==> src/include/emf_pkg.sv <==
// constants and carriers for the mac filter, status and clock config block
package emf_pkg;

  // ****************************************
  // register offsets
  // ****************************************
  localparam logic [12:0] EMF_OFS_REFOUT = 13'h0000;
  localparam logic [12:0] EMF_OFS_OSC = 13'h0004;
  localparam logic [12:0] EMF_OFS_GATE = 13'h0008;
  localparam logic [12:0] EMF_OFS_PHYIF = 13'h000c;
  localparam logic [12:0] EMF_OFS_PD = 13'h0010;
  localparam logic [12:0] EMF_OFS_MACCFG = 13'h1000;
  localparam logic [12:0] EMF_OFS_S8HI = 13'h1078;
  localparam logic [12:0] EMF_OFS_S8LO = 13'h107c;
  localparam logic [12:0] EMF_OFS_STAT = 13'h10d8;
  localparam logic [12:0] EMF_OFS_WDOG = 13'h10dc;

  // ****************************************
  // writable bits per register, reset value
  // ****************************************
  localparam logic [31:0] EMF_MSK_REFOUT = 32'h0000_0fff;
  localparam logic [31:0] EMF_MSK_OSC = 32'h01ff_ffff;
  localparam logic [31:0] EMF_MSK_GATE = 32'h0000_000f;
  localparam logic [31:0] EMF_MSK_PHYIF = 32'h0000_0007;
  localparam logic [31:0] EMF_MSK_PD = 32'h0000_0003;
  localparam logic [31:0] EMF_MSK_MACCFG = 32'h0090_0000;
  localparam logic [31:0] EMF_MSK_S8HI = 32'hff00_ffff;
  localparam logic [31:0] EMF_MSK_WDOG = 32'h0001_3fff;
  localparam logic [31:0] EMF_RST_VAL = 32'h0000_0000;

  // ****************************************
  // field positions
  // ****************************************
  localparam int EMF_S8_ON_BIT = 31;
  localparam int EMF_S8_SENDER_BIT = 30;
  localparam int EMF_S8_MASK_LSB = 24;
  localparam int EMF_CFG_WD_BIT = 23;
  localparam int EMF_CFG_JE_BIT = 20;
  localparam int EMF_WD_PWE_BIT = 16;
  localparam int EMF_STAT_DUPLEX_BIT = 0;
  localparam int EMF_STAT_SPEED_LSB = 1;
  localparam int EMF_STAT_JABBER_BIT = 3;
  localparam int EMF_GATE_EXT_BIT = 0;
  localparam int EMF_GATE_INT_BIT = 1;
  localparam int EMF_GATE_TX_BIT = 2;
  localparam int EMF_GATE_RX_BIT = 3;
  localparam int EMF_PD_TX_BIT = 0;
  localparam int EMF_PD_RX_BIT = 1;
  localparam int EMF_OSC_SEL_BIT = 24;
  localparam int EMF_DIV_W = 6;

  // ****************************************
  // encodings and limits
  // ****************************************
  localparam logic [2:0] EMF_PHY_MII = 3'h0;
  localparam logic [2:0] EMF_PHY_RMII = 3'h4;
  localparam logic [1:0] EMF_SPD_2M5 = 2'h0;
  localparam logic [1:0] EMF_SPD_25M = 2'h1;
  localparam logic [1:0] EMF_SPD_125M = 2'h2;
  localparam logic [13:0] EMF_GUARD_STD = 14'h0800;
  localparam logic [13:0] EMF_GUARD_JUMBO = 14'h2800;
  localparam logic [13:0] EMF_CNT_MAX = 14'h3fff;

  // ****************************************
  // carriers
  // ****************************************
  typedef struct packed {
    logic psel;
    logic penable;
    logic pwrite;
    logic [12:0] paddr;
    logic [31:0] pwdata;
  } emf_apb_req_t;

  typedef struct packed {
    logic pready;
    logic pslverr;
    logic [31:0] prdata;
  } emf_apb_rsp_t;

  typedef struct packed {
    logic addr_vld;
    logic [47:0] da;
    logic [47:0] sa;
    logic frame_on;
    logic byte_stb;
  } emf_rx_t;

endpackage : emf_pkg

==> src/verilog/emf_top.sv <==
// mac slot-8 filter, link status, rx watchdog and clock config block
`timescale 1ns/1ps
module emf_top (
  input wire logic sys_clk_i, // 200 MHz clock
  input wire logic rstn_i, // sync reset, active low
  input wire emf_pkg::emf_apb_req_t apb_req_i, // apb request
  output emf_pkg::emf_apb_rsp_t apb_rsp_o, // apb answer
  input wire emf_pkg::emf_rx_t rx_i, // receive path info
  input wire logic [1:0] link_speed_i, // phy speed pins
  input wire logic link_duplex_i, // phy duplex pin
  input wire logic jabber_i, // jabber timeout pin
  input wire logic phy_ref_clk_i, // phy reference clock pin
  output logic slot8_hit_o, // slot 8 match pulse
  output logic rx_cut_o, // frame cut, level
  output logic rx_err_o, // error frame pulse
  output logic ref_clk_o, // rmii reference out
  output logic rx_clk_o, // gated rx clock
  output logic tx_clk_o, // gated tx clock
  output logic mii_mode_o, // mii selected
  output logic rmii_mode_o, // rmii selected
  output logic tx_ram_pd_o, // tx ram power down
  output logic rx_ram_pd_o // rx ram power down
);
  import emf_pkg::*;
  // ****************************************
  // declarations
  // ****************************************
  logic [31:0] refout_ff;
  logic [31:0] osc_ff;
  logic [31:0] gate_ff;
  logic [31:0] phyif_ff;
  logic [31:0] pd_ff;
  logic [31:0] cfg_ff;
  logic [31:0] s8hi_ff;
  logic [31:0] s8lo_ff;
  logic [31:0] wdog_ff;
  logic pready_ff;
  logic slverr_ff;
  logic [31:0] prdata_ff;
  logic [4:0] pin_s1_ff;
  logic [4:0] pin_s2_ff;
  logic hit_ff;
  logic [13:0] gcnt_ff;
  logic cut_ff;
  logic err_ff;
  logic ref_ff;
  logic rxc_ff;
  logic txc_ff;
  logic mii_ff;
  logic rmii_ff;
  logic txpd_ff;
  logic rxpd_ff;

  // ****************************************
  // apb decode
  // ****************************************
  // address match per register
  wire [12:0] adr = apb_req_i.paddr;
  wire hit_refout = (adr == EMF_OFS_REFOUT);
  wire hit_osc = (adr == EMF_OFS_OSC);
  wire hit_gate = (adr == EMF_OFS_GATE);
  wire hit_phyif = (adr == EMF_OFS_PHYIF);
  wire hit_pd = (adr == EMF_OFS_PD);
  wire hit_cfg = (adr == EMF_OFS_MACCFG);
  wire hit_s8hi = (adr == EMF_OFS_S8HI);
  wire hit_s8lo = (adr == EMF_OFS_S8LO);
  wire hit_stat = (adr == EMF_OFS_STAT);
  wire hit_wdog = (adr == EMF_OFS_WDOG);
  wire hit_any = hit_refout | hit_osc | hit_gate | hit_phyif | hit_pd | hit_cfg
    | hit_s8hi | hit_s8lo | hit_stat | hit_wdog;
  // setup phase and completing write
  wire setup = apb_req_i.psel & ~apb_req_i.penable;
  wire wr_en = apb_req_i.psel & apb_req_i.penable & apb_req_i.pwrite & pready_ff;
  wire [31:0] wd = apb_req_i.pwdata;

  // ****************************************
  // live link status
  // ****************************************
  // synchronised pins: speed, duplex, jabber, phy ref
  wire [1:0] speed_s = pin_s2_ff[2:1];
  wire duplex_s = pin_s2_ff[0];
  wire jabber_s = pin_s2_ff[3];
  wire phyref_s = pin_s2_ff[4];
  // status word rebuilt every cycle, no storage
  logic [31:0] stat_w;
  always_comb
  begin
    stat_w = EMF_RST_VAL;
    stat_w[EMF_STAT_DUPLEX_BIT] = duplex_s;
    stat_w[EMF_STAT_SPEED_LSB +: 2] = speed_s;
    stat_w[EMF_STAT_JABBER_BIT] = jabber_s;
  end

  // ****************************************
  // read mux
  // ****************************************
  // status is read from the synchronised pins, never written
  wire [31:0] rd_mux = hit_refout ? refout_ff :
    hit_osc ? osc_ff :
    hit_gate ? gate_ff :
    hit_phyif ? phyif_ff :
    hit_pd ? pd_ff :
    hit_cfg ? cfg_ff :
    hit_s8hi ? s8hi_ff :
    hit_s8lo ? s8lo_ff :
    hit_stat ? stat_w :
    hit_wdog ? wdog_ff : EMF_RST_VAL;

  // ****************************************
  // apb answer
  // ****************************************
  // answer prepared in setup, ready in first access cycle
  always_ff @(posedge sys_clk_i)
  begin
    if (!rstn_i)
    begin
      pready_ff <= 1'b0;
      slverr_ff <= 1'b0;
      prdata_ff <= EMF_RST_VAL;
    end
    else
    begin
      pready_ff <= setup;
      slverr_ff <= setup & ~hit_any;
      prdata_ff <= (setup & ~apb_req_i.pwrite) ? rd_mux : EMF_RST_VAL;
    end
  end
  assign apb_rsp_o = {pready_ff, slverr_ff, prdata_ff};

  // ****************************************
  // register file
  // ****************************************
  // writes land at the completing access edge, status has no store
  always_ff @(posedge sys_clk_i)
  begin
    if (!rstn_i)
    begin
      refout_ff <= EMF_RST_VAL;
      osc_ff <= EMF_RST_VAL;
      gate_ff <= EMF_RST_VAL;
      phyif_ff <= EMF_RST_VAL;
      pd_ff <= EMF_RST_VAL;
      cfg_ff <= EMF_RST_VAL;
      s8hi_ff <= EMF_RST_VAL;
      s8lo_ff <= EMF_RST_VAL;
      wdog_ff <= EMF_RST_VAL;
    end
    else if (wr_en)
    begin
      if (hit_refout) refout_ff <= wd & EMF_MSK_REFOUT;
      if (hit_osc) osc_ff <= wd & EMF_MSK_OSC;
      if (hit_gate) gate_ff <= wd & EMF_MSK_GATE;
      if (hit_phyif) phyif_ff <= wd & EMF_MSK_PHYIF;
      if (hit_pd) pd_ff <= wd & EMF_MSK_PD;
      if (hit_cfg) cfg_ff <= wd & EMF_MSK_MACCFG;
      if (hit_s8hi) s8hi_ff <= wd & EMF_MSK_S8HI;
      if (hit_s8lo) s8lo_ff <= wd;
      if (hit_wdog) wdog_ff <= wd & EMF_MSK_WDOG;
    end
  end

  // ****************************************
  // pin synchronisers
  // ****************************************
  // two stages before any logic reads the pins
  always_ff @(posedge sys_clk_i)
  begin
    if (!rstn_i)
    begin
      pin_s1_ff <= 5'h00;
      pin_s2_ff <= 5'h00;
    end
    else
    begin
      pin_s1_ff <= {phy_ref_clk_i, jabber_i, link_speed_i, link_duplex_i};
      pin_s2_ff <= pin_s1_ff;
    end
  end

  // ****************************************
  // slot 8 address filter
  // ****************************************
  wire s8_on = s8hi_ff[EMF_S8_ON_BIT];
  wire s8_sender = s8hi_ff[EMF_S8_SENDER_BIT];
  wire [5:0] s8_skip = s8hi_ff[EMF_S8_MASK_LSB +: 6];
  wire [47:0] s8_addr = {s8hi_ff[15:0], s8lo_ff};
  wire [47:0] s8_cmp = s8_sender ? rx_i.sa : rx_i.da;
  wire [5:0] byte_ok;
  // per byte compare, a set skip bit forces a match
  genvar b;
  generate
    for (b = 0; b < 6; b++)
    begin : g_byte
      assign byte_ok[b] = s8_skip[b] | (s8_addr[8*b +: 8] == s8_cmp[8*b +: 8]);
    end
  endgenerate
  // disabled slot never matches
  wire nxt_hit = rx_i.addr_vld & s8_on & (&byte_ok);
  always_ff @(posedge sys_clk_i)
  begin
    if (!rstn_i) hit_ff <= 1'b0;
    else hit_ff <= nxt_hit;
  end

  // ****************************************
  // receive watchdog
  // ****************************************
  wire wd_off = cfg_ff[EMF_CFG_WD_BIT];
  wire jumbo_on = cfg_ff[EMF_CFG_JE_BIT];
  wire prog_guard_bit = wdog_ff[EMF_WD_PWE_BIT];
  // limit choice: programmed field or fixed standard/jumbo
  wire [13:0] fix_lim = jumbo_on ? EMF_GUARD_JUMBO : EMF_GUARD_STD;
  wire [13:0] g_lim = prog_guard_bit ? wdog_ff[13:0] : fix_lim;
  // byte beyond limit while guard active
  wire over = rx_i.frame_on & rx_i.byte_stb & ~wd_off & ~cut_ff & (gcnt_ff >= g_lim);
  // counter saturates so very long frames stay caught
  wire [13:0] nxt_gcnt = ~rx_i.frame_on ? 14'h0000 :
    (rx_i.byte_stb & (gcnt_ff != EMF_CNT_MAX)) ? gcnt_ff + 14'h0001 : gcnt_ff;
  always_ff @(posedge sys_clk_i)
  begin
    if (!rstn_i)
    begin
      gcnt_ff <= 14'h0000;
      cut_ff <= 1'b0;
      err_ff <= 1'b0;
    end
    else
    begin
      gcnt_ff <= nxt_gcnt;
      cut_ff <= rx_i.frame_on & (cut_ff | over);
      err_ff <= over;
    end
  end

  // ****************************************
  // clock dividers
  // ****************************************
  // speed picks fast or slow pair for the mac clock divider
  wire fast = (speed_s != EMF_SPD_2M5);
  wire [5:0] mac_whole = fast ? osc_ff[12 +: EMF_DIV_W] : osc_ff[0 +: EMF_DIV_W];
  wire [5:0] mac_half = fast ? osc_ff[18 +: EMF_DIV_W] : osc_ff[6 +: EMF_DIV_W];
  wire [5:0] div_whole [2];
  wire [5:0] div_half [2];
  wire [1:0] div_out;
  assign div_whole[0] = refout_ff[0 +: EMF_DIV_W];
  assign div_half[0] = refout_ff[6 +: EMF_DIV_W];
  assign div_whole[1] = mac_whole;
  assign div_half[1] = mac_half;
  // period whole+1 cycles, high for the first half cycles
  genvar k;
  generate
    for (k = 0; k < 2; k++)
    begin : g_div
      logic [5:0] cnt_ff;
      logic out_ff;
      wire wrap = (cnt_ff >= div_whole[k]);
      always_ff @(posedge sys_clk_i)
      begin
        if (!rstn_i)
        begin
          cnt_ff <= 6'h00;
          out_ff <= 1'b0;
        end
        else
        begin
          cnt_ff <= wrap ? 6'h00 : cnt_ff + 6'h01;
          out_ff <= (cnt_ff < div_half[k]);
        end
      end
      assign div_out[k] = out_ff;
    end
  endgenerate

  // ****************************************
  // clock source select and gating
  // ****************************************
  wire rmii = (phyif_ff[2:0] == EMF_PHY_RMII);
  wire from_phy = osc_ff[EMF_OSC_SEL_BIT];
  // rmii source enables qualify the selected source
  wire ext_path = from_phy & gate_ff[EMF_GATE_EXT_BIT];
  wire int_path = ~from_phy & gate_ff[EMF_GATE_INT_BIT];
  wire nxt_ref = rmii & (ext_path ? phyref_s : (int_path & div_out[0]));
  wire mac_src = (rmii & ext_path) ? phyref_s : div_out[1];
  // registered outputs
  always_ff @(posedge sys_clk_i)
  begin
    if (!rstn_i)
    begin
      ref_ff <= 1'b0;
      rxc_ff <= 1'b0;
      txc_ff <= 1'b0;
      mii_ff <= 1'b0;
      rmii_ff <= 1'b0;
      txpd_ff <= 1'b0;
      rxpd_ff <= 1'b0;
    end
    else
    begin
      ref_ff <= nxt_ref;
      rxc_ff <= gate_ff[EMF_GATE_RX_BIT] & mac_src;
      txc_ff <= gate_ff[EMF_GATE_TX_BIT] & mac_src;
      mii_ff <= (phyif_ff[2:0] == EMF_PHY_MII);
      rmii_ff <= rmii;
      txpd_ff <= pd_ff[EMF_PD_TX_BIT];
      rxpd_ff <= pd_ff[EMF_PD_RX_BIT];
    end
  end
  assign slot8_hit_o = hit_ff;
  assign rx_cut_o = cut_ff;
  assign rx_err_o = err_ff;
  assign ref_clk_o = ref_ff;
  assign rx_clk_o = rxc_ff;
  assign tx_clk_o = txc_ff;
  assign mii_mode_o = mii_ff;
  assign rmii_mode_o = rmii_ff;
  assign tx_ram_pd_o = txpd_ff;
  assign rx_ram_pd_o = rxpd_ff;
endmodule : emf_top

==> config.mk <==
export PLATFORM = sky130hd
export DESIGN_NAME = emf_top
export DESIGN_NICKNAME = d
export VERILOG_FILES = /design/src/include/emf_pkg.sv /design/src/verilog/emf_top.sv
export SDC_FILE = /design/constraint.sdc
export NUM_CORES = 1
export LEC_CHECK = 0
export ABC_AREA = 1
export BUFFER_PORTS_ARGS = -buffer_cell sky130_fd_sc_hd__buf_2
export CAP_MARGIN = 20
export CORE_MARGIN = 2
export CORE_UTILIZATION = 40
export DETAILED_ROUTE_END_ITERATION = 8
export PLACE_DENSITY_LB_ADDON = 0.12
export SYNTH_ARGS = -nofsm -noshare
export SYNTH_HDL_FRONTEND = slang
export SYNTH_SLANG_ARGS = --single-unit
==> constraint.sdc <==
create_clock -name sys_clk_i -period 4 [get_ports sys_clk_i]
set_input_delay 0 -clock sys_clk_i [delete_from_list [all_inputs] [get_ports sys_clk_i]]
set_output_delay 0 -clock sys_clk_i [all_outputs]
set_load 0.02 [all_outputs]
# After elaboration in Yosys (flattened, before gate mapping)
# Index checks and enable logic that the tools add are counted.
[classes] n_reduce_logical=19 n_lt_le_gt_ge=5 div=0 eq_ne=17 bitwise=45 muxes=17 shift=0 addsub=3 n_mul=0
[ops] op="$mux W25" count=5
[ops] op="$eq A13 B13 Y1 const B" count=5
[ops] op="$mux W32" count=2
[ops] op="$eq A8 B8 Y1" count=6
[ops] op="$mux W48" count=1
[ops] op="$mux W17" count=2
[ops] op="$mux W14" count=2
[ops] op="$eq A13 B4 Y1 const B" count=2
[ops] op="$reduce_and A2 Y1" count=11
[ops] op="$and A1 B1 Y1" count=21
[ops] op="$or A1 B1 Y1" count=16
[ops] op="$add A14 B1 Y14 const B" count=1
[ops] op="$ge A14 B14 Y1" count=1
[ops] op="$ne A14 B14 Y1 const B" count=1
[ops] op="$eq A13 B3 Y1 const B" count=1
[ops] op="$eq A13 B5 Y1 const B" count=1
[ops] op="$logic_not A13 Y1" count=1
[ops] op="$add A6 B1 Y6 const B" count=2
[ops] op="$ge A6 B6 Y1" count=2
[ops] op="$lt A6 B6 Y1" count=2
[ops] op="$mux W12" count=1
[ops] op="$mux W6" count=2
[ops] op="$not A1 Y1" count=8
[ops] op="$reduce_or A7 Y1" count=1
[ops] op="6 further kinds" count=9
[word_totals] in_bits=154 output_inout_bits=44 ff_bits=201 ram_bits=0 n_memories=0 romBits=0 latchBits=0 word_cells=137

# Logic depth before layout (Yosys ltp)
# Gate-level depths: netlist of run 1.
[logic_depth] ltp_word=12 mapped_depth=13 depth_no_buf=12

# Least setup slack after synthesis of run 1
# Ideal clock, no wire load.
[synth_path] path_kind="flip-flop to flip-flop" start="reg pin_s2_ff[2]" end="reg g_div[1].cnt_ff[2]" period_less_slack_ps=2066 slack_ps=1934 stages_incl_launch_ff=12 n_path_buf=1 required_time_ps=3862 setup_ps=138 arrival_ps=1928 path_cell_list="dfxtp_1 nor2_1 clkbuf_1 o21ai_0 ha_1 o21ai_0 a21boi_0 o21ai_0 nand2_1 a21oi_1 o21ai_0 nor3_1"
[synth_between] elab_chain_len=4
[synth_lines] element="start: declaration" line_no="emf_top.sv:41" source="logic [4:0] pin_s2_ff;"
[synth_lines] element="start signal: assignment" line_no="emf_top.sv:176" source="pin_s2_ff <= pin_s1_ff;"
[synth_lines] element="$reduce_bool A2 Y1" line_no="emf_top.sv:239" source="wire fast = (speed_s != EMF_SPD_2M5);"
[synth_lines] element="$mux W6" line_no="emf_top.sv:240" source="wire [5:0] mac_whole = fast ? osc_ff[12 +: EMF_DIV_W] : osc_ff[0 +: EMF_DIV_W];"
[synth_lines] element="$ge A6 B6 Y1" line_no="emf_top.sv:256" source="wire wrap = (cnt_ff >= div_whole[k]);"
[synth_lines] element="$reduce_or A2 Y1 (no line)"
[synth_lines] element="end signal: assignment" line_no="emf_top.sv:266" source="cnt_ff <= wrap ? 6'h00 : cnt_ff + 6'h01;"
[synth_lines] element="end: declaration" line_no="emf_top.sv:254" source="logic [5:0] cnt_ff;"
# Every way passes these cells.
# A chain may end at the register's enable or synchronous reset.

# Worst setup path after layout of run 1
[layout_path] start="reg wdog_ff[16]" end="reg cut_ff (netlist: rx_cut_o)"
[layout_between] elab_chain_len=5
[layout_lines] element="start: declaration" line_no="emf_top.sv:36" source="logic [31:0] wdog_ff;"
[layout_lines] element="start signal: assignment" line_no="emf_top.sv:158" source="if (hit_wdog) wdog_ff <= wd & EMF_MSK_WDOG;"
[layout_lines] element="$mux W14" line_no="emf_top.sv:213" source="wire [13:0] g_lim = prog_guard_bit ? wdog_ff[13:0] : fix_lim;"
[layout_lines] element="$ge A14 B14 Y1" line_no="emf_top.sv:215" source="wire over = rx_i.frame_on & rx_i.byte_stb & ~wd_off & ~cut_ff & (gcnt_ff >= g_lim);"
[layout_lines] element="$and A1 B1 Y1" line_no="emf_top.sv:215"
[layout_lines] element="$or A1 B1 Y1" line_no="emf_top.sv:230" source="cut_ff <= rx_i.frame_on & (cut_ff | over);"
[layout_lines] element="$and A1 B1 Y1" line_no="emf_top.sv:230"
[layout_lines] element="end signal: assignment" line_no="emf_top.sv:230"
[layout_lines] element="end: declaration" line_no="emf_top.sv:44" source="logic cut_ff;"
# Every way passes these cells.

==> results by group, run 1 <==
Status
  • Status: finished clean

Place
  • Final GP Congestion: about 0.91
  • Post-DP HPWL: roughly 24000 µm
  • # placed instances: 1887
  • Dpl ws: 1.54 ns
  • Port bufs: between 150 and 200

Power and ir drop
  • PD cells: 363 nW/µm²
  • Worst vdd ir: approximately 0.21 mV
  • P_leak: ~5.5 nW
  • Switching share of power: 0.232
  • P_int: ~3.5 mW
  • Power, Total: around 4.6 mW
  • Gate power share: 0.069
  • P_sw: roughly 1.1 mW
  • Flop pwr share: 0.444
  • Clk pwr share: 0.486

CTS
  • Clk sinks: roughly 200
  • Worst-Skew Late Latency: between 0.5 and 0.6 ns
  • H-tree lvl count: 1
  • CTS resizes: 0
  • Root Buffer: clkbuf_16
  • Clock-pin slew on the worst setup and hold paths: ~0.060 ns
  • Total CTS buffers: 24
  • TritonCTS clock tree: yes
  • Longest Clk Path Bufs: 3

STA
  • Post-route setup slack: 1.47 ns
  • Fmax: approximately 0.4 GHz
  • Final hold violations: 0
  • RSZ-0062 raised after global routing: no
  • Sum of negative setup slack: 0 ns
  • Slew Limit Fails: 0
  • Post-route clock period utilization: 0.634
  • Count of final setup violators: 0
  • Least-Margin Pin Slew: 0.949 ns
  • Slew HR: 0.367
  • Worst Skew: about 0.013 ns
  • Final min period: 2.53 ns

Setup path
  • Startpoint types: register
  • CP max stage cell: dfxtp_1
  • CP cell instances: nand2_1, ha_1, nand2_1, nor4_1, nand2_1, nand3_1, nand4_1, dlygate4sd3_1, a21oi_1
  • CP required: about 4.4 ns
  • CP max FO: 16
  • CP Capture Point: rx_cut_o$_SDFF_PN0_
  • Worst r2r src: wdog_ff[16]$_SDFFE_PN0P_
  • Peak per-stage delay on the critical path: ~0.65 ns
  • Critical Path End Type: register
  • Worst path most repeated cell: nand2_1
  • Critical Path AT: 2.98 ns
  • Crit path from: wdog_ff[16]$_SDFFE_PN0P_
  • Reg2reg path depth: 9
  • R2R setup slack: roughly 1.5 ns
  • Critical path class: register to register
  • R2R Path End: rx_cut_o$_SDFF_PN0_

Yosys
  • Post-Syn Nets: between 1500 and 2000
  • Syn avg cell area: roughly 7.2 µm²
  • Top_reg_cell synth: dfxtp_1
  • Post-synth EDFFs: 0
  • Sequential share of the synthesized area: 0.397
  • Synth Warn #: 0
  • Post-Syn Area: between 10000 and 15000 µm²
  • FFs w/ async S/R, synth: 0
  • Synth Instances: 1414
  • Largest cells by area after synthesis: dfxtp_1 (40%), nand2_1 (11%), a21oi_1 (7.1%), o21ai_0 (7.0%), inv_1 (6.8%)
  • Area leader, netlist: dfxtp_1
  • Synth Register Bits: between 200 and 250
  • Netlist cell types: between 50 and 60
  • Top cell type's share of synthesized area: 0.397

Global routing
  • First-pass GRT wire length: ~50000 µm
  • Largest net degree at the start of global routing: 97
  • Total Routing Usage GR: 0.240
  • Gr ovfl total: 0
  • Vias in the first global route: between 9000 and 10000
  • Initial antenna violation count: 0

Finish
  • Area Overhead vs Synth: 23.9%
  • Commonest non-fill, non-tap cells in the layout: nand2_1 (309), dfxtp_1 (201), buf_2 (197)
  • Fin util: 0.502
  • Nets: roughly 1800
  • Layout cells sized above 1: 0.169
  • Most common cell after layout, fill and taps aside: nand2_1
  • Non-Filler Instances: a little under 2000
  • Ant diodes: 0

Hold path
  • Classification of the worst-slack hold path: primary input to register

Floorplan
  • Core ar.: ~25000 µm²
  • Effective utilization at floorplan: 0.405
  • Die Height: 163 µm
  • I/O pins: 198
  • Core Rows: 58
  • Die area: about 27000 µm²
  • Die W: about 160 µm

Route
  • DRC viols: 0
  • Final wirelength: between 30000 and 40000 µm
  • Via/cell ratio: roughly 5
  • Vias: about 9900
  • DR WL/cell: 16.5 µm
  • ANT nets after route: 0
  • First-pass iteration count of the detailed router: 5
  • Initial DRC Count: 646

Flow run
  • Max-cap violations: 0
-- state kept, by name, indices dropped and copies added (netlist names), 2 cells and up --
signal,flops
wdog_ff,15
osc_ff,25
pd_ff,2
g_div.out_ff,2
cfg_ff,2
pin_s1_ff,5
prdata_ff,32
gcnt_ff,14
s8hi_ff,24
pin_s2_ff,5
g_div.cnt_ff,12
phyif_ff,3
refout_ff,12
gate_ff,4
s8lo_ff,32
-- metal layers --
layer	global-route usage	part of all wire
met5	0	0
met2	0.393	0.45
met4	0.0611	0.021
met3	0.0401	0.069
met1	0.328	0.46
-- synthesized netlist by cell type, types with 10 or more instances --
library cell / count
nor2_1: 99
o21ai_0: 142
nor3_1: 21
nand3_1: 34
ha_1: 39
a21oi_1: 143
buf_2: 19
inv_2: 10
nand2_1: 309
dfxtp_1: 201
inv_1: 183
xor2_1: 49
a211oi_1: 28
nand4_1: 18
clkbuf_1: 34
-- metrics by stage --
stage                     cell area, µm²  hold WS [ns]
after floorplan                    10100        0.0787
after global placement             11300         0.188
after detailed placement           11300         0.187
after CTS                          12600        0.0126
after global routing               12600        0.0839
final                              12600        0.0208
-- worst max-delay path, delay by kind of cell (launching register included) --
family / cells / cell delay, ns
buffers and inverters: 1 / 0.57
AO/OA/AOI/OAI: 1 / 0.12
adder cells (fa/ha/maj): 1 / 0.30
AND/OR/NAND/NOR: 6 / 0.83
flip-flops: 1 / 0.65
-- worst min path at each step --
stage | from | endpoint | slack (ns) | cells past startpoint
3_3_place_gp | phy_ref_clk_i | pin_s1_ff[4]$_SDFF_PN0_ | 0.19 | 3
2_1_floorplan | apb_req_i[46] | pready_ff$_SDFF_PN0_ | 0.08 | 1
5_1_grt | rx_i[80] | slot8_hit_o$_SDFF_PN0_ | 0.08 | 8
3_5_place_dp | phy_ref_clk_i | pin_s1_ff[4]$_SDFF_PN0_ | 0.19 | 3
4_1_cts | apb_req_i[36] | prdata_ff[1]$_SDFF_PN0_ | 0.01 | 7
6_report | apb_req_i[36] | prdata_ff[1]$_SDFF_PN0_ | 0.02 | 7
-- cells by family (layout without fill, tap and decap cells) --
group | Yosys count | after routing | share of synthesized area
xor+xnor | 52 | 52 | 0.0449
simple gates | 507 | 507 | 0.211
buf+inv | 256 | 487 | 0.101
fa+ha+maj | 39 | 39 | 0.0481
flops | 201 | 201 | 0.397
compound gates | 359 | 359 | 0.198
-- power groups by stage --
stage          registers, mW  logic (mW)  clock network [mW]
3_5_place_dp            2.07       0.283                   0
3_3_place_gp            2.07       0.281                   0
4_1_cts                 2.02       0.317                2.26
6_report                2.02       0.316                2.22
5_1_grt                 2.02       0.355                2.35
2_1_floorplan           2.06       0.141                   0
-- what timing repair did --
item / CTS / global route
hold endpoints to repair: 135 / 0
hold buffers: 44 / 0
buffers inserted: 0 / 0
-- cell type report --
type / count / area (µm²)
multi-input combinational: 957 / 5090
clock buffer: 34 / 699
timing repair buffer: 250 / 1510
fill: 2576 / 12500
tap: 330 / 413
clock inverter: 9 / 104
sequential: 201 / 4020
inverter: 194 / 731
Note: power is estimated with default switching activity, not from simulation.
==> inputs of run 2 (changes only) <==
==> constraint.sdc (replaced) <==
create_clock -name sys_clk_i -period 2.1 [get_ports sys_clk_i]
set_input_delay 0 -clock sys_clk_i [delete_from_list [all_inputs] [get_ports sys_clk_i]]
set_output_delay 0 -clock sys_clk_i [all_outputs]
set_load 0.02 [all_outputs]
==> results by group, run 2 (synthesis results as in run 1) <==
Status
  • Status: finished clean

Power and ir drop
  • P_leak: 5.66 nW (+2.2%)
  • P_int: 6.79 mW (+94%)
  • Switching share of power: 0.228 (-0.00450)
  • Worst vdd ir: 0.519 mV (+150%)
  • Gate power share: 0.072 (+0.003)
  • Power, Total: 8.80 mW (+93%)
  • Clk pwr share: 0.490 (+0.004)
  • PD cells: 689 nW/µm² (+90%)
  • P_sw: 2.01 mW (+89%)
  • Flop pwr share: 0.438 (-0.006)

CTS
  • Total CTS buffers: 23 (-4.2%)
  • Longest Clk Path Bufs: 3 (unchanged)
  • H-tree lvl count: 1 (unchanged)
  • Worst-Skew Late Latency: 0.52 ns (about the same)
  • Clk sinks: 201 (unchanged)
  • Root Buffer: clkbuf_16
  • TritonCTS clock tree: yes
  • Clock-pin slew on the worst setup and hold paths: 0.07 ns (about the same)

STA
  • Worst Skew: 0.00999 ns (-0.00314 ns)
  • Final min period: 1.92 ns (-0.617 ns)
  • Sum of negative setup slack: 0 ns (unchanged)
  • Final hold violations: 0 (unchanged)
  • Post-route clock period utilization: 0.913 (+0.279)
  • Least-Margin Pin Slew: 0.858 ns (-0.0911 ns)
  • Fmax: 0.522 GHz (+32%)
  • Slew Limit Fails: 0 (unchanged)
  • Count of final setup violators: 0 (unchanged)
  • RSZ-0062 raised after global routing: yes
  • Slew HR: 0.427 (+0.0599)
  • Post-route setup slack: 0.183 ns (-1.28 ns)

Global routing
  • Vias in the first global route: 8867 (-2.3%)
  • Largest net degree at the start of global routing: 57 (-41%)
  • Initial antenna violation count: 0 (unchanged)
  • First-pass GRT wire length: 49100 µm (-1.5%)
  • Total Routing Usage GR: 0.236 (-0.00382)
  • Gr ovfl total: 0 (unchanged)

Place
  • Port bufs: 197 (unchanged)
  • Post-DP HPWL: 24500 µm (+1.9%)
  • Dpl cell area: 11500 µm² (+1.7%)
  • # placed instances: 1911 (+1.3%)
  • Dpl ws: -0.0777 ns (-1.62 ns)
  • Final GP Congestion: 0.958 (+5.3%)

Route
  • Vias: 9872 (-0.35%)
  • Via/cell ratio: 4.95 (-1.3%)
  • DRC viols: 0 (unchanged)
  • DR WL/cell: 16.2 µm (-1.5%)
  • Final wirelength: 32400 µm (-0.53%)
  • ANT nets after route: 0 (unchanged)
  • Initial DRC Count: 655 (+1.4%)
  • First-pass iteration count of the detailed router: 5 (unchanged)

Setup path
  • Crit. path cell count: 12 (+3)
  • Critical Path AT: 2.35 ns (-0.63 ns)
  • Largest delay share family, worst path: compound AO/OA/AOI/OAI gates
  • Reg2reg path depth: 12 (+3)
  • CP cell instances: nor2_1, buf_4, nand2_1, o21ai_1, ha_1, o21ai_0, a21boi_0, o21ai_1, nand2_1, a21oi_2, o21ai_4, nor3_1
  • Buf/Inv on CP: 1 (unchanged)
  • Critical Path End Type: register
  • Startpoint types: register
  • CP max stage cell: dfxtp_1
  • Critical path class: register to register
  • Peak per-stage delay on the critical path: 0.33 ns (-0.32 ns)
  • CP required: 2.53 ns (-1.91 ns)
  • CP max FO: 10 (-6)

Floorplan
  • Core Rows: 58 (unchanged)
  • I/O pins: 198 (unchanged)
  • Die area: 26700 µm² (unchanged)
  • Die Height: 163 µm (unchanged)
  • Effective utilization at floorplan: 0.405 (unchanged)
  • Core ar.: 25000 µm² (unchanged)
  • Die W: 163 µm (unchanged)

Finish
  • Area Overhead vs Synth: 25.8%
  • Fin area: 12800 µm² (+1.6%)
  • Largest registers: prdata_ff: 32 flops, s8lo_ff: 32 flops, osc_ff: 25 flops
  • Layout cells sized above 1: 0.185 (+0.0161)
  • Ant diodes: 0 (unchanged)
  • Non-Filler Instances: 1994 (+0.96%)
  • Commonest non-fill, non-tap cells in the layout: nand2_1 (309), dfxtp_1 (200), buf_2 (197)
  • Most common cell after layout, fill and taps aside: nand2_1
  • Nets: 1842 (+1.2%)

Flow run
  • Max-cap violations: 0 (unchanged)

Hold path
  • WHS Path Cells: 7 (unchanged)
  • Classification of the worst-slack hold path: primary input to register
==> run 2: cell type report <==
cell class	instances	area, µm²
clock buffers	29	648
clock inverters	11	169
fillers	2526	12300
inverters	194	731
multi-input cells	957	5110
flip-flops and latches	201	4030
well taps	330	413
repair buffers	272	1670
==> run 2: what timing repair did <==
item	CTS	global route
gates resized for setup	1	8
hold buffers	42	0
buffers inserted	0	1
setup endpoints to repair	6	10
endpoints found under the hold margin	135	0
pin swaps	0	0
==> run 2: power by group through the flow <==
| stage | registers [mW] | clock network, mW | logic, mW |
|---|---|---|---|
| 2_1_floorplan | 3.93 | 0 | 0.268 |
| 3_3_place_gp | 3.94 | 0 | 0.549 |
| 3_5_place_dp | 3.94 | 0 | 0.553 |
| 4_1_cts | 3.85 | 4.39 | 0.618 |
| 5_1_grt | 3.85 | 4.54 | 0.702 |
| 6_report | 3.85 | 4.31 | 0.632 |
==> run 2: per-layer routing <==
layer / share of wire / vias to the layer above / global-route usage
li1: - / 5091 / -
met1: 0.47 / 4433 / 0.332
met2: 0.44 / 310 / 0.382
met3: 0.062 / 38 / 0.0335
met4: 0.022 / 0 / 0.0571
met5: 0 / - / 0.00189
==> run 2: worst paths after layout <==
| check | end | startpoint | slack (ns) |
|---|---|---|---|
| worst max-delay path | g_div[1].cnt_ff[2]$_SDFF_PP0_ | pin_s2_ff[1]$_SDFF_PN0_ | 0.18 |
| worst max register to register | g_div[1].cnt_ff[2]$_SDFF_PP0_ | pin_s2_ff[1]$_SDFF_PN0_ | 0.18 |
| worst min-delay path | prdata_ff[1]$_SDFF_PN0_ | apb_req_i[36] | 0.03 |
| worst min register to register | pin_s2_ff[0]$_SDFF_PN0_ | pin_s1_ff[0]$_SDFF_PN0_ | 0.41 |
==> run 2: worst reg2reg max path: cells and delay by family (launching register included) <==
kind	cells	cell delay [ns]
AO/OA/AOI/OAI	6	0.76
flip-flops	1	0.33
AND/OR/NAND/NOR	4	0.36
adder cells (fa/ha/maj)	1	0.24
buffers and inverters	1	0.16
==> run 2: metrics by stage <==
stage               utilization  hold slack, ns
CTS                       0.509          0.0271
detailed placement        0.459           0.190
floorplan                     -          0.0787
global placement          0.459           0.184
global route              0.510          0.0600
finish                    0.510          0.0285
